<file path="src/design/adc_sel_pkg.sv">
// Purpose: shared constants, types and helpers for the converter control
// Assumes: 32-bit Avalon-MM data, registers in the low byte of each word
// Notes: offsets are byte addresses, one aligned word per register
package adc_sel_pkg;
   // result width of the single shared converter
   localparam int RES_W = 12;
   // register byte offsets
   localparam logic [4:0] OFF_RES_LOW = 5'h00;
   localparam logic [4:0] OFF_RES_HIGH = 5'h04;
   localparam logic [4:0] OFF_CTL_A = 5'h08;
   localparam logic [4:0] OFF_CTL_B = 5'h0C;
   localparam logic [4:0] OFF_CTL_C = 5'h10;
   localparam logic [4:0] OFF_PIN_EN = 5'h14;
   // values after reset
   localparam logic [7:0] CTL_A_RST = 8'h00;
   localparam logic [7:0] CTL_B_RST = 8'h00;
   localparam logic [7:0] CTL_C_RST = 8'h00;
   localparam logic [7:0] PIN_EN_RST = 8'h00;
   localparam logic [11:0] RESULT_RST = 12'h000;
   // writable bit masks of the control words
   localparam logic [7:0] CTL_A_WMASK = 8'h37;
   localparam logic [7:0] CTL_B_WMASK = 8'hE7;
   // sample phase length in conversion clock ticks
   localparam logic [3:0] SAMPLE_TICKS = 4'h4;
   // conversion clock divides by 2^(field + DIV_BASE)
   localparam logic [3:0] DIV_BASE = 4'h2;
   // first trial bit of the approximation
   localparam logic [11:0] MSB_TRIAL = 12'h800;
   // input source codes that route an external pin
   localparam logic [2:0] SRC_EXT_A = 3'h0;
   localparam logic [2:0] SRC_EXT_B = 3'h4;

   typedef enum logic [1:0] {
      SAR_IDLE = 2'b00,
      SAR_SAMPLE = 2'b01,
      SAR_CONV = 2'b10,
      SAR_DONE = 2'b11
   } sar_state_type;

   typedef struct packed {
      logic start;
      logic conversion_busy_flag;
      logic converter_enable_bit;
      logic result_format_sel;
      logic rsvd;
      logic [2:0] external_channel_field;
   } ctl_a_type;

   typedef struct packed {
      logic [2:0] input_source_field;
      logic [1:0] rsvd;
      logic [2:0] conversion_clock_field;
   } ctl_b_type;

   // one-hot switch settings of the input multiplexer
   typedef struct packed {
      logic [7:0] ext;
      logic [5:0] int_src;
   } route_type;

   // three-bit code to one-hot byte
   function automatic logic [7:0] dec3(input logic [2:0] v);
      dec3 = 8'h01 << v;
   endfunction

   // 12-bit result into the 16-bit byte pair, left or right justified
   function automatic logic [15:0] fmt_result(input logic [11:0] r,
                                              input logic f);
      if (f) begin
         fmt_result = {4'h0, r};
      end else begin
         fmt_result = {r, 4'h0};
      end
   endfunction
endpackage

</file>
<file path="src/design/adc_input_route.sv">
// Purpose: decode source and channel fields into multiplexer switches
// Assumes: fields come from registers on the same clock
// Notes: purely combinational, the top registers the result
module adc_input_route (
   input wire logic [2:0] src_in,
   input wire logic [2:0] chan_in,
   output adc_sel_pkg::route_type route_out
);
   logic ext_sel; // an external pin is the source
   logic [2:0] int_idx; // index of the internal level
   logic [7:0] int_hot; // one-hot of that index, top two unused

   // internal level wins; external switches all open then
   always_comb begin
      ext_sel = (src_in == adc_sel_pkg::SRC_EXT_A) ||
                (src_in == adc_sel_pkg::SRC_EXT_B);
      // 001..011 supply levels, 101..111 reference levels
      if (src_in[2]) begin
         int_idx = 3'h2 + {1'b0, src_in[1:0]};
      end else begin
         int_idx = {1'b0, src_in[1:0]} - 3'h1;
      end
      int_hot = adc_sel_pkg::dec3(int_idx);
      route_out.ext = 8'h00;
      route_out.int_src = 6'h00;
      if (ext_sel) begin
         route_out.ext = adc_sel_pkg::dec3(chan_in);
      end else begin
         route_out.int_src = int_hot[5:0];
      end
   end
endmodule

</file>
<file path="src/design/adc_sar_engine.sv">
// Purpose: successive approximation sequencer for the shared converter
// Assumes: comparator input already synchronised by the caller
// Notes: dropping the enable aborts a conversion with no result
module adc_sar_engine (
   input wire logic clk_in,
   input wire logic rst_in,
   input wire logic enable_in,
   input wire logic start_in,
   input wire logic [2:0] clk_sel_in,
   input wire logic comp_in,
   output logic busy_out,
   output logic done_out,
   output logic sample_out,
   output logic [11:0] trial_out,
   output logic [11:0] result_out
);
   adc_sel_pkg::sar_state_type st_q, st_d; // sequencer state
   logic [9:0] cnt_q, cnt_d; // conversion clock divider
   logic [3:0] step_q, step_d; // sample ticks taken
   logic [11:0] bit_q, bit_d; // bit under trial
   logic [11:0] res_q, res_d; // bits decided so far
   logic [9:0] thr; // divider terminal count
   logic tick; // one conversion clock period elapsed

   // next state; the divider is at least four cycles so that the
   // registered code and the two-stage comparator sync settle first
   always_comb begin
      thr = (10'h001 << ({1'b0, clk_sel_in} + adc_sel_pkg::DIV_BASE))
            - 10'h001;
      tick = (cnt_q == thr);
      st_d = st_q;
      cnt_d = cnt_q;
      step_d = step_q;
      bit_d = bit_q;
      res_d = res_q;
      if (st_q != adc_sel_pkg::SAR_IDLE) begin
         cnt_d = tick ? 10'h000 : cnt_q + 10'h001;
      end
      case (st_q)
         adc_sel_pkg::SAR_IDLE: begin
            if (start_in && enable_in) begin
               st_d = adc_sel_pkg::SAR_SAMPLE;
               cnt_d = 10'h000;
               step_d = 4'h0;
               res_d = 12'h000;
               bit_d = adc_sel_pkg::MSB_TRIAL;
            end
         end
         adc_sel_pkg::SAR_SAMPLE: begin
            if (tick) begin
               step_d = step_q + 4'h1;
               if (step_q == adc_sel_pkg::SAMPLE_TICKS - 4'h1) begin
                  st_d = adc_sel_pkg::SAR_CONV;
               end
            end
         end
         adc_sel_pkg::SAR_CONV: begin
            // keep the trial bit when the input is above the code
            if (tick) begin
               if (comp_in) begin
                  res_d = res_q | bit_q;
               end
               bit_d = bit_q >> 1;
               if (bit_q[0]) begin
                  st_d = adc_sel_pkg::SAR_DONE;
               end
            end
         end
         adc_sel_pkg::SAR_DONE: begin
            st_d = adc_sel_pkg::SAR_IDLE;
         end
         default: begin
            st_d = adc_sel_pkg::SAR_IDLE;
         end
      endcase
      if (!enable_in) begin
         st_d = adc_sel_pkg::SAR_IDLE;
      end
   end

   // registers only
   always_ff @(posedge clk_in) begin
      if (rst_in) begin
         st_q <= adc_sel_pkg::SAR_IDLE;
         cnt_q <= 10'h000;
         step_q <= 4'h0;
         bit_q <= 12'h000;
         res_q <= 12'h000;
      end else begin
         st_q <= st_d;
         cnt_q <= cnt_d;
         step_q <= step_d;
         bit_q <= bit_d;
         res_q <= res_d;
      end
   end

   assign busy_out = (st_q != adc_sel_pkg::SAR_IDLE);
   assign done_out = (st_q == adc_sel_pkg::SAR_DONE) && enable_in;
   assign sample_out = (st_q == adc_sel_pkg::SAR_SAMPLE);
   assign trial_out = res_q | bit_q;
   assign result_out = res_q;
endmodule

</file>
<file path="src/design/adc_select_top.sv">
// Purpose: control, input selection and result format of the converter
// Assumes: Avalon-MM master holds each request until waitrequest is low
// Notes: the analog comparator and switches live outside this block

// Overview of operation
// - one shared converter, one input mux
// - internal source wins, external switches open
// - format bit picks left or right justify
// - bits without result data read zero
// - disabled converter keeps result registers
// - source 000/100 routes pin chosen by channel
// - other source codes route supply or reference
// - pin enable makes pin analog input
// - analog pin loses its pull-high
module adc_select_top (
   input wire logic CLK_IN,
   input wire logic RST_IN,
   input wire logic [4:0] ADDRESS_IN,
   input wire logic READ_IN,
   input wire logic WRITE_IN,
   input wire logic [31:0] WRITEDATA_IN,
   output logic [31:0] READDATA_OUT,
   output logic WAITREQUEST_OUT,
   input wire logic COMP_IN,
   output logic [11:0] DAC_CODE_OUT,
   output logic SAMPLE_OUT,
   output logic CONV_POWER_OUT,
   output logic [7:0] EXT_CHAN_SEL_OUT,
   output logic [5:0] INT_SRC_SEL_OUT,
   output logic [7:0] PIN_ANALOG_OUT,
   output logic [7:0] PULLUP_DISABLE_OUT,
   output logic [7:0] REF_CTRL_OUT
);
   // software visible state
   adc_sel_pkg::ctl_a_type ctl_a_q, ctl_a_d; // control word a
   adc_sel_pkg::ctl_b_type ctl_b_q, ctl_b_d; // control word b
   logic [7:0] ctl_c_q, ctl_c_d; // reference controls, passed out
   logic [7:0] pin_en_q, pin_en_d; // analog_pin_enable_bits
   logic [11:0] result_q, result_d; // last stored conversion
   // bus slave state
   logic wait_q, wait_d; // waitrequest, high unless answering
   logic [31:0] rdata_q, rdata_d; // read data, valid with wait low
   logic start_q, start_d; // one-cycle start to the sequencer
   // registered pin side
   logic sync1_q, sync2_q; // comparator synchroniser
   logic [11:0] dac_q; // code to the converter DAC
   logic sample_q; // sample switch closed
   logic power_q; // converter powered
   adc_sel_pkg::route_type route_q; // switch settings
   logic [7:0] analog_q; // pins in analog use
   // internal nets
   adc_sel_pkg::route_type route_c; // decoded switch settings
   logic sar_busy; // sequencer running
   logic sar_done; // result ready this cycle
   logic sar_sample; // sequencer in sample phase
   logic [11:0] sar_trial; // trial code
   logic [11:0] sar_result; // approximation result
   logic [15:0] res_pair; // formatted byte pair
   logic [7:0] rd_byte; // byte selected by the address
   logic req; // read or write present
   logic [7:0] wbyte; // written byte

   // decode the mux from the programmed source and channel
   // external pin by channel
   adc_input_route u_route (
      .src_in(ctl_b_q.input_source_field),
      .chan_in(ctl_a_q.external_channel_field),
      .route_out(route_c)
   );

   // the single sequencer shared by every source; dropping the enable
   // bit aborts it so a half-built code never reaches the result
   adc_sar_engine u_sar (
      .clk_in(CLK_IN),
      .rst_in(RST_IN),
      .enable_in(ctl_a_q.converter_enable_bit),
      .start_in(start_q),
      .clk_sel_in(ctl_b_q.conversion_clock_field),
      .comp_in(sync2_q),
      .busy_out(sar_busy),
      .done_out(sar_done),
      .sample_out(sar_sample),
      .trial_out(sar_trial),
      .result_out(sar_result)
   );

   // read side: format and select the addressed byte
   always_comb begin
      res_pair = adc_sel_pkg::fmt_result(result_q,
                                         ctl_a_q.result_format_sel);
      case (ADDRESS_IN)
         adc_sel_pkg::OFF_RES_LOW: begin
            rd_byte = res_pair[7:0];
         end
         adc_sel_pkg::OFF_RES_HIGH: begin
            rd_byte = res_pair[15:8];
         end
         adc_sel_pkg::OFF_CTL_A: begin
            rd_byte = {1'b0, sar_busy | start_q, ctl_a_q[5:0]};
         end
         adc_sel_pkg::OFF_CTL_B: begin
            rd_byte = ctl_b_q;
         end
         adc_sel_pkg::OFF_CTL_C: begin
            rd_byte = ctl_c_q;
         end
         adc_sel_pkg::OFF_PIN_EN: begin
            rd_byte = pin_en_q;
         end
         default: begin
            // unmapped words read zero
            rd_byte = 8'h00;
         end
      endcase
   end

   // next values of the bus slave and the registers; every access
   // gets one wait cycle and the read byte is latched when taken, so
   // a result stored during the wait shows on the next read only
   always_comb begin
      req = READ_IN || WRITE_IN;
      wbyte = WRITEDATA_IN[7:0];
      ctl_a_d = ctl_a_q;
      ctl_b_d = ctl_b_q;
      ctl_c_d = ctl_c_q;
      pin_en_d = pin_en_q;
      result_d = result_q;
      wait_d = 1'b1;
      rdata_d = rdata_q;
      start_d = 1'b0;
      // one wait cycle, then answer for a single cycle
      if (req && wait_q) begin
         wait_d = 1'b0;
         rdata_d = READ_IN ? {24'h000000, rd_byte} : 32'h00000000;
      end
      // a write takes effect at the edge where its waitrequest is sampled low
      if (WRITE_IN && !wait_q) begin
         case (ADDRESS_IN)
            adc_sel_pkg::OFF_CTL_A: begin
               ctl_a_d = wbyte & adc_sel_pkg::CTL_A_WMASK;
               // start only when enabled and idle
               start_d = wbyte[7] && wbyte[5] && !sar_busy && !start_q;
            end
            adc_sel_pkg::OFF_CTL_B: begin
               ctl_b_d = wbyte & adc_sel_pkg::CTL_B_WMASK;
            end
            adc_sel_pkg::OFF_CTL_C: begin
               ctl_c_d = wbyte;
            end
            adc_sel_pkg::OFF_PIN_EN: begin
               pin_en_d = wbyte;
            end
            default: begin
               // result bytes and unmapped words ignore writes
               ctl_c_d = ctl_c_q;
            end
         endcase
      end
      if (sar_done && ctl_a_q.converter_enable_bit) begin
         result_d = sar_result;
      end
   end

   // register the bus slave and software state
   always_ff @(posedge CLK_IN) begin
      if (RST_IN) begin
         ctl_a_q <= adc_sel_pkg::CTL_A_RST;
         ctl_b_q <= adc_sel_pkg::CTL_B_RST;
         ctl_c_q <= adc_sel_pkg::CTL_C_RST;
         pin_en_q <= adc_sel_pkg::PIN_EN_RST;
         result_q <= adc_sel_pkg::RESULT_RST;
         wait_q <= 1'b1;
         rdata_q <= 32'h00000000;
         start_q <= 1'b0;
      end else begin
         ctl_a_q <= ctl_a_d;
         ctl_b_q <= ctl_b_d;
         ctl_c_q <= ctl_c_d;
         pin_en_q <= pin_en_d;
         result_q <= result_d;
         wait_q <= wait_d;
         rdata_q <= rdata_d;
         start_q <= start_d;
      end
   end

   // pin side registers; every pin output except REF_CTRL_OUT comes from here
   always_ff @(posedge CLK_IN) begin
      if (RST_IN) begin
         sync1_q <= 1'b0;
         sync2_q <= 1'b0;
         dac_q <= 12'h000;
         sample_q <= 1'b0;
         power_q <= 1'b0;
         route_q <= '0;
         analog_q <= 8'h00;
      end else begin
         // comparator is asynchronous to the clock
         sync1_q <= COMP_IN;
         sync2_q <= sync1_q;
         // one trial code for all sources
         dac_q <= sar_trial;
         sample_q <= sar_sample;
         power_q <= ctl_a_q.converter_enable_bit;
         route_q <= route_c;
         analog_q <= pin_en_q;
      end
   end

   assign READDATA_OUT = rdata_q;
   assign WAITREQUEST_OUT = wait_q;
   assign DAC_CODE_OUT = dac_q;
   assign SAMPLE_OUT = sample_q;
   assign CONV_POWER_OUT = power_q;
   assign EXT_CHAN_SEL_OUT = route_q.ext;
   assign INT_SRC_SEL_OUT = route_q.int_src;
   assign PIN_ANALOG_OUT = analog_q;
   assign PULLUP_DISABLE_OUT = analog_q;
   assign REF_CTRL_OUT = ctl_c_q;

   logic rd_cap; // read captured into the read data this edge
   logic is_ext; // programmed source is an external pin
   assign rd_cap = READ_IN && wait_q;
   assign is_ext = (ctl_b_q.input_source_field == adc_sel_pkg::SRC_EXT_A)
                || (ctl_b_q.input_source_field == adc_sel_pkg::SRC_EXT_B);
endmodule

</file>
<file path="config.mk">
export PLATFORM = sky130hd
export DESIGN_NAME = adc_select_top
export DESIGN_NICKNAME = d
export VERILOG_FILES = /design/src/design/adc_sel_pkg.sv /design/src/design/adc_input_route.sv /design/src/design/adc_sar_engine.sv /design/src/design/adc_select_top.sv
export SDC_FILE = /design/constraint.sdc
export NUM_CORES = 1
export LEC_CHECK = 0
export ABC_CLOCK_PERIOD_IN_PS = 4400
export BUFFER_PORTS_ARGS = -buffer_cell sky130_fd_sc_hd__buf_2
export CAP_MARGIN = 25
export CORE_MARGIN = 1
export CORE_UTILIZATION = 40
export CTS_CLUSTER_DIAMETER = 200
export DETAILED_ROUTE_END_ITERATION = 8
export GPL_ROUTABILITY_DRIVEN = 1
export PLACE_DENSITY = 0.62
export SLEW_MARGIN = 20
export SYNTH_ARGS = -nofsm -noshare
export SYNTH_HDL_FRONTEND = slang
export SYNTH_HIERARCHICAL = 1
export SYNTH_SLANG_ARGS = --single-unit
</file>
<file path="constraint.sdc">
create_clock -name CLK_IN -period 4.4 [get_ports CLK_IN]
set_input_delay 0.66 -clock CLK_IN [delete_from_list [all_inputs] [get_ports CLK_IN]]
set_output_delay 0.66 -clock CLK_IN [all_outputs]
set_load 0.1 [all_outputs]
</file>
After elaboration in Yosys (flattened, before gate mapping)
Cells that the tools add are included.
{ "word_totals": {"output_inout_bits": 85, "word_cells": 112, "regBits": 151} }
{ "op_classes": {"n_shift": 3, "n_eq_ne": 17, "n_addsub": 6, "n_reduce_logical": 31, "bitwise_logic": 6, "muxes": 25} }
{ "ops": {"columns": ["operator", "n"], "rows": [
  ["$mux 12", 5],
  ["$pmux 12 s2", 2],
  ["$pmux 8 s6", 1],
  ["$mux 10", 4],
  ["$mux 16", 1],
  ["$or 12x12->12", 1],
  ["$add 10x1->10 const B", 1],
  ["$eq 10x10->1", 1],
  ["$eq 5x4->1 const B", 2],
  ["$eq 5x5->1 const B", 2],
  ["$mux 2", 5],
  ["$ne 2x1->1 const B", 5],
  ["$shl 1x4->10 const A", 1],
  ["$sub 10x1->10 const B", 1],
  ["$logic_and 1x1->1", 8],
  ["$mux 4", 2],
  ["$mux 8", 1],
  ["$pmux 2 s4", 1],
  ["$pmux 4 s2", 1],
  ["$reduce_and 2->1", 4],
  ["$shl 1x3->8 const A", 1],
  ["$reduce_and 3->1", 2],
  ["$reduce_bool 2->1", 3],
  ["$reduce_or 2->1", 3],
  ["other kinds (23)", 30]
]} }

Depth between registers and ports, before layout
{ "logic_depth": {"depth_word": 8, "ltp_mapped": 16, "depth_no_buf": 12} }

Cells and area by module
Netlist, hierarchy kept.
{ "by_module_without_submodules": {"columns": ["mod", "area_each_um2", "n_inst", "cells_per_inst"], "rows": [
  ["adc_select_top", 3555.9, 1, 360],
  ["adc_sar_engine", 2235.9, 1, 243],
  ["adc_input_route", 172.7, 1, 29]
]} }

Worst setup path after synthesis
OpenSTA, ideal clock, no wires.
{ "synth_path": {"path_type": "reg-to-reg", "start": "reg ctl_b_q[1] (netlist name)", "end": "reg u_sar.cnt_q[8]", "setup_slack_ns": 0.953, "arrival_ns": 3.327, "required_ns": 4.280, "synth_period_minus_slack_ns": 3.447, "setup_time_ns": 0.120, "path_buffers": 4, "path_stages_with_launch": 17, "cell_sequence": "dfxtp_1 > buf_6 > inv_1 > ha_1 > buf_2 > nor4b_1 > inv_1 > ha_1 > xnor2_1 > a2111oi_0 > o211a_1 > and4_4 > buf_6 > or3_4 > buf_6 > nor2_1 > a211o_1"} }
{ "synth_between": {"elab_chain_len": 8} }
{ "synth_lines": {"columns": ["element", "line", "text"], "rows": [
  ["start, declared", "adc_select_top.sv:36", "adc_sel_pkg::ctl_b_type ctl_b_q, ctl_b_d;"],
  ["start signal, assigned", "adc_select_top.sv:168", "ctl_b_q <= adc_sel_pkg::CTL_B_RST;"],
  ["start signal, assigned", "adc_select_top.sv:177", "ctl_b_q <= ctl_b_d;"],
  ["$add 3x2->4 (*)", "adc_sar_engine.sv:28", "thr = (10'h001 << ({1'b0, clk_sel_in} + adc_sel_pkg::DIV_BASE))"],
  ["$shl 1x4->10 (*)", "adc_sar_engine.sv:28", null],
  ["$sub 10x1->10 (*)", "adc_sar_engine.sv:29", "- 10'h001;"],
  ["$eq 10x10->1 (*)", "adc_sar_engine.sv:30", "tick = (cnt_q == thr);"],
  ["$mux 10 (*)", "adc_sar_engine.sv:37", "cnt_d = tick ? 10'h000 : cnt_q + 10'h001;"],
  ["$mux 10 (*)", "adc_sar_engine.sv:36", "if (st_q != adc_sel_pkg::SAR_IDLE) begin"],
  ["$mux 10", "adc_sar_engine.sv:41", "if (start_in && enable_in) begin"],
  ["$mux 10 (*)", "adc_sar_engine.sv:39", "case (st_q)"],
  ["end signal, assigned", "adc_sar_engine.sv:91", "cnt_q <= cnt_d;"],
  ["end, declared", "adc_sar_engine.sv:18", "logic [9:0] cnt_q, cnt_d;"]
]} }
Mark *: on every way between the ends. The rest lies on a longest branch, timed or not.
A chain may end at the register's enable or synchronous reset.

Worst setup path in the final report
{ "layout_path": {"start": "reg ctl_b_q[2] (netlist name)", "end": "reg u_sar.res_q[8], in the netlist u_sar/result_out[8]"} }
{ "layout_between": {"elab_chain_len": 6} }
{ "layout_lines": {"columns": ["element", "line", "text"], "rows": [
  ["$add 3x2->4", "adc_sar_engine.sv:28", null],
  ["$shl 1x4->10", "adc_sar_engine.sv:28", null],
  ["$sub 10x1->10", "adc_sar_engine.sv:29", null],
  ["$eq 10x10->1", "adc_sar_engine.sv:30", null],
  ["$ne 2x1->1 (no source line)", null, null],
  ["$reduce_and 4->1 (no source line)", null, null],
  ["end signal, assigned", "adc_sar_engine.sv:94", "res_q <= res_d;"],
  ["end, declared", "adc_sar_engine.sv:21", "logic [11:0] res_q, res_d;"]
]} }
No other way between the ends.

==> impl_metrics.ini <==
[status]
status = complete, no violations

[floorplan]
start_util = 0.4104
ios = 127
core_mm2 = 0.01453
dieArea_mm2 = 0.01540
die_w_um = 124.1
fp.dieH_um = 124.1
rows = 44

[finish]
final_net_count = 747
nFillCells = 1400
layout-drive-gt1-share = 0.2159
area_growth_pct = 15.08
final_cells = 888
diodes = 0

[synth]
netlist.area_leader.share = 0.4263
synth_edf_count = 0
avgSynthCellArea_um2 = 9.437
synth_ff_type = dfxtp_1
yosys_warnings = 6
yosysUniqueCellTypes = 75
yosys.area.top_type = dfxtp_1
yosys-top-cells-area = dfxtp_1 (43%), nor2b_1 (4.7%), a22o_1 (4.4%), mux2i_1 (4.4%), buf_4 (4.3%)
ys_async_sr_fraction = 0
synth_seq_cells = 127
synth_area_mm2 = 0.005964
synthCells = 632
ys_seq_area_frac = 0.4263

[routing]
num_vias = 4621
vias_per_cell = 5.204
initialDrtViolationCount = 424
drc = 0
drtAntennaViolNets = 0
wire_per_inst_um = 15.06
wl_mm = 13.37
dr.pass1.iters = 5

[worst_hold_path]
hp-start = sync1_q
min_delay_path_depth = 1
min_to = sync2_q
hold_class = flip-flop to flip-flop

[place]
io_buffer_count = 78
place_congestion = 0.8282
hpwl_mm = 9.471
placedCellCount = 856
place_ws_ns = 0.4567

[grt]
grt_pass1_wl_mm = 21.30
grt-ovfl-total = 0
grt_max_degree = 58
grt_pass1_vias = 4306
antenna_found_initial = 0
track_usage = 0.1820

[clock_tree]
htree_levels = 4
postCtsSetupRepairBufs = 0
clkLatencyLatePin_ns = 0.43
clkTransAtPathRegs_ns = 0.06
hold_buffers = 0
cts_root_buf = clkbuf_16
cts_tree = yes
cts_buffers = 17
cts_buffer_depth = 2
ctsResizeCount = 0
clkSinkCount = 127

[critical_path]
crit_chain = inv_1, ha_1, nor4b_1, inv_1, ha_1, xnor2_1, a2111oi_0, o211a_1, nand4_1, nor3_2, buf_4, and2_1, a22o_1
path_class = flip-flop to flip-flop
r2r_start = ctl_b_q[2]
worst_ep_required_time_ns = 4.76
max_stage_delay_ns = 0.45
regToRegEndpoint = u_sar/result_out[8]
slowest_stage = nor4b_1
r2r_slack_ns = 0.46
path_max_fanout = 12
crit_path_end_kind = flip-flop
crit_buf_inv = 3
critPathLaunch = ctl_b_q[2]
r2r_cells = 13
cp_top_family = simple AND/OR/NAND/NOR gates
worstSetupStartpointType = flip-flop
cp.arrival_ns = 4.31

[power_and_ir_drop]
pwr_density_cell_mw_per_mm2 = 405.1
leakagePower_nw = 2.981
vdd_ir_drop_max_uv = 304.8
switchingPower_mw = 0.6593
combPwrFrac = 0.065
sw_frac_of_total = 0.2371
seq_power_share = 0.417
intPower_mw = 2.121
clkPwrFrac = 0.519

[sta]
skew_ns = 0.02109
finalHoldViolations = 0
tns_ns = 0
rsz0062_at_grt = false
fin_crit_ns = 3.945
fmaxAchievable_mhz = 253.5
fin_ws_ns = 0.4555
tightest_slew_ns = 0.9060
slew_headroom = 0.3948
fin_crit_sh = 0.8965
setup_viol = 0
slew_violations = 0

[run]
drv_cap = 0
==> routing by layer <==
metal  GRT usage  wire [um]  vias up
met5           0          0        -
met4      0.1042        347        0
met3     0.04808        633       24
met2      0.2869       6310      118
met1      0.2232       6081     2192
li1            -          -     2287
==> Yosys cell counts (2+ instances only) <==
| cell type | count |
|---|---|
| nand3_1 | 11 |
| nand4bb_1 | 2 |
| o41ai_1 | 2 |
| nand4_1 | 3 |
| a32oi_1 | 2 |
| o211ai_1 | 2 |
| mux2_2 | 6 |
| and2_1 | 4 |
| a21o_1 | 6 |
| clkbuf_1 | 14 |
| and4b_1 | 2 |
| nor2b_1 | 45 |
| buf_6 | 9 |
| a22o_1 | 30 |
| xnor2_1 | 5 |
| a22oi_1 | 6 |
| nor3b_2 | 5 |
| o22a_1 | 6 |
| nand3_2 | 4 |
| dfxtp_1 | 127 |
| and3_1 | 4 |
| ha_1 | 14 |
| o21ai_0 | 16 |
| inv_1 | 13 |
| nand2b_1 | 10 |
| o21ai_1 | 4 |
| buf_4 | 34 |
| mux2i_1 | 26 |
| a211o_1 | 3 |
| a311oi_1 | 5 |
| a31oi_1 | 5 |
| or2_2 | 13 |
| buf_2 | 6 |
| xor2_1 | 4 |
| nor2_1 | 49 |
| nor3_4 | 2 |
| a21oi_1 | 27 |
| nand3b_1 | 4 |
| nor3_1 | 12 |
| nand2_1 | 53 |
| or3_1 | 2 |
| a32o_1 | 2 |
==> worst max-delay path by stage <==
| stage | end | slack (ns) | cells after the start |
|---|---|---|---|
| floorplan | u_sar/cnt_q[8] | 0.95 | 16 |
| global placement | u_sar/result_out[4] | 0.62 | 13 |
| detailed placement | u_sar/result_out[8] | 0.46 | 13 |
| CTS | u_sar/result_out[8] | 0.44 | 13 |
| global route | u_sar/result_out[7] | 0.13 | 13 |
| finish | u_sar/result_out[8] | 0.46 | 13 |
==> registers in the layout (all words and copies together) (netlist names), 10 cells and up <==
name / cells
DAC_CODE_OUT: 12
u_sar/result_out: 12
result_q: 12
u_sar/cnt_q: 10
u_sar/bit_q: 12
==> kinds of logic after synthesis <==
kind of cell | share of synthesized area
AND/OR/NAND/NOR | 0.2381
flip-flops | 0.4263
AO/OA/AOI/OAI | 0.1513
buffers and inverters | 0.08244
multiplexers | 0.05496
adder cells (fa/ha/maj) | 0.02937
XOR/XNOR | 0.01699
other | 0.0006287
==> layout by cell type (no fill, tap or decap), drive strengths merged, types with 15 or more instances in the layout <==
cell type and n:
dfxtp 127, buf 81, nand2 54, nor2 50, nor2b 47, a22o 30, a21oi 27, mux2i 26
conb 24, clkbuf 21, o21ai 20, nor3 15, nand3 15
==> final cells by class <==
type | instances | area [um^2] | area share
inverter | 13 | 48.80 | 0.007109
clock inverter | 11 | 165.2 | 0.02406
clock buffer | 21 | 440.4 | 0.06416
multi-input combinational | 451 | 3024 | 0.4406
timing repair buffer | 81 | 412.9 | 0.06015
sequential | 127 | 2542 | 0.3704
tap | 184 | 230.2 | 0.03354
==> metrics by stage <==
step	cell area, um^2	hold WS, ns	utilization	power [mW]
after global routing	6864	0.4466	0.4723	2.874
after global placement	6251	0.4270	0.4301	1.360
final	6864	0.4346	0.4723	2.780
after CTS	6857	0.4367	0.4718	2.808
after detailed placement	6251	0.4231	0.4301	1.362
after floorplan	6051	0.4138	-	1.356
==> worst register-to-register path: stages (launching register included) <==
cell and delay (ns):
dfxtp_1 0.40, inv_1 0.11, ha_1 0.44, nor4b_1 0.45
inv_1 0.09, ha_1 0.32, xnor2_1 0.12, a2111oi_0 0.37
o211a_1 0.24, nand4_1 0.25, nor3_2 0.26, buf_4 0.21
and2_1 0.44, a22o_1 0.20
==> power groups by stage <==
stage	clock network (mW)	registers [mW]	logic, mW
final	1.44	1.16	0.180
after global routing	1.53	1.16	0.189
after CTS	1.47	1.16	0.179
after detailed placement	0	1.18	0.179
after global placement	0	1.18	0.177
after floorplan	0	1.20	0.158
(Power assumes the default switching activity.)
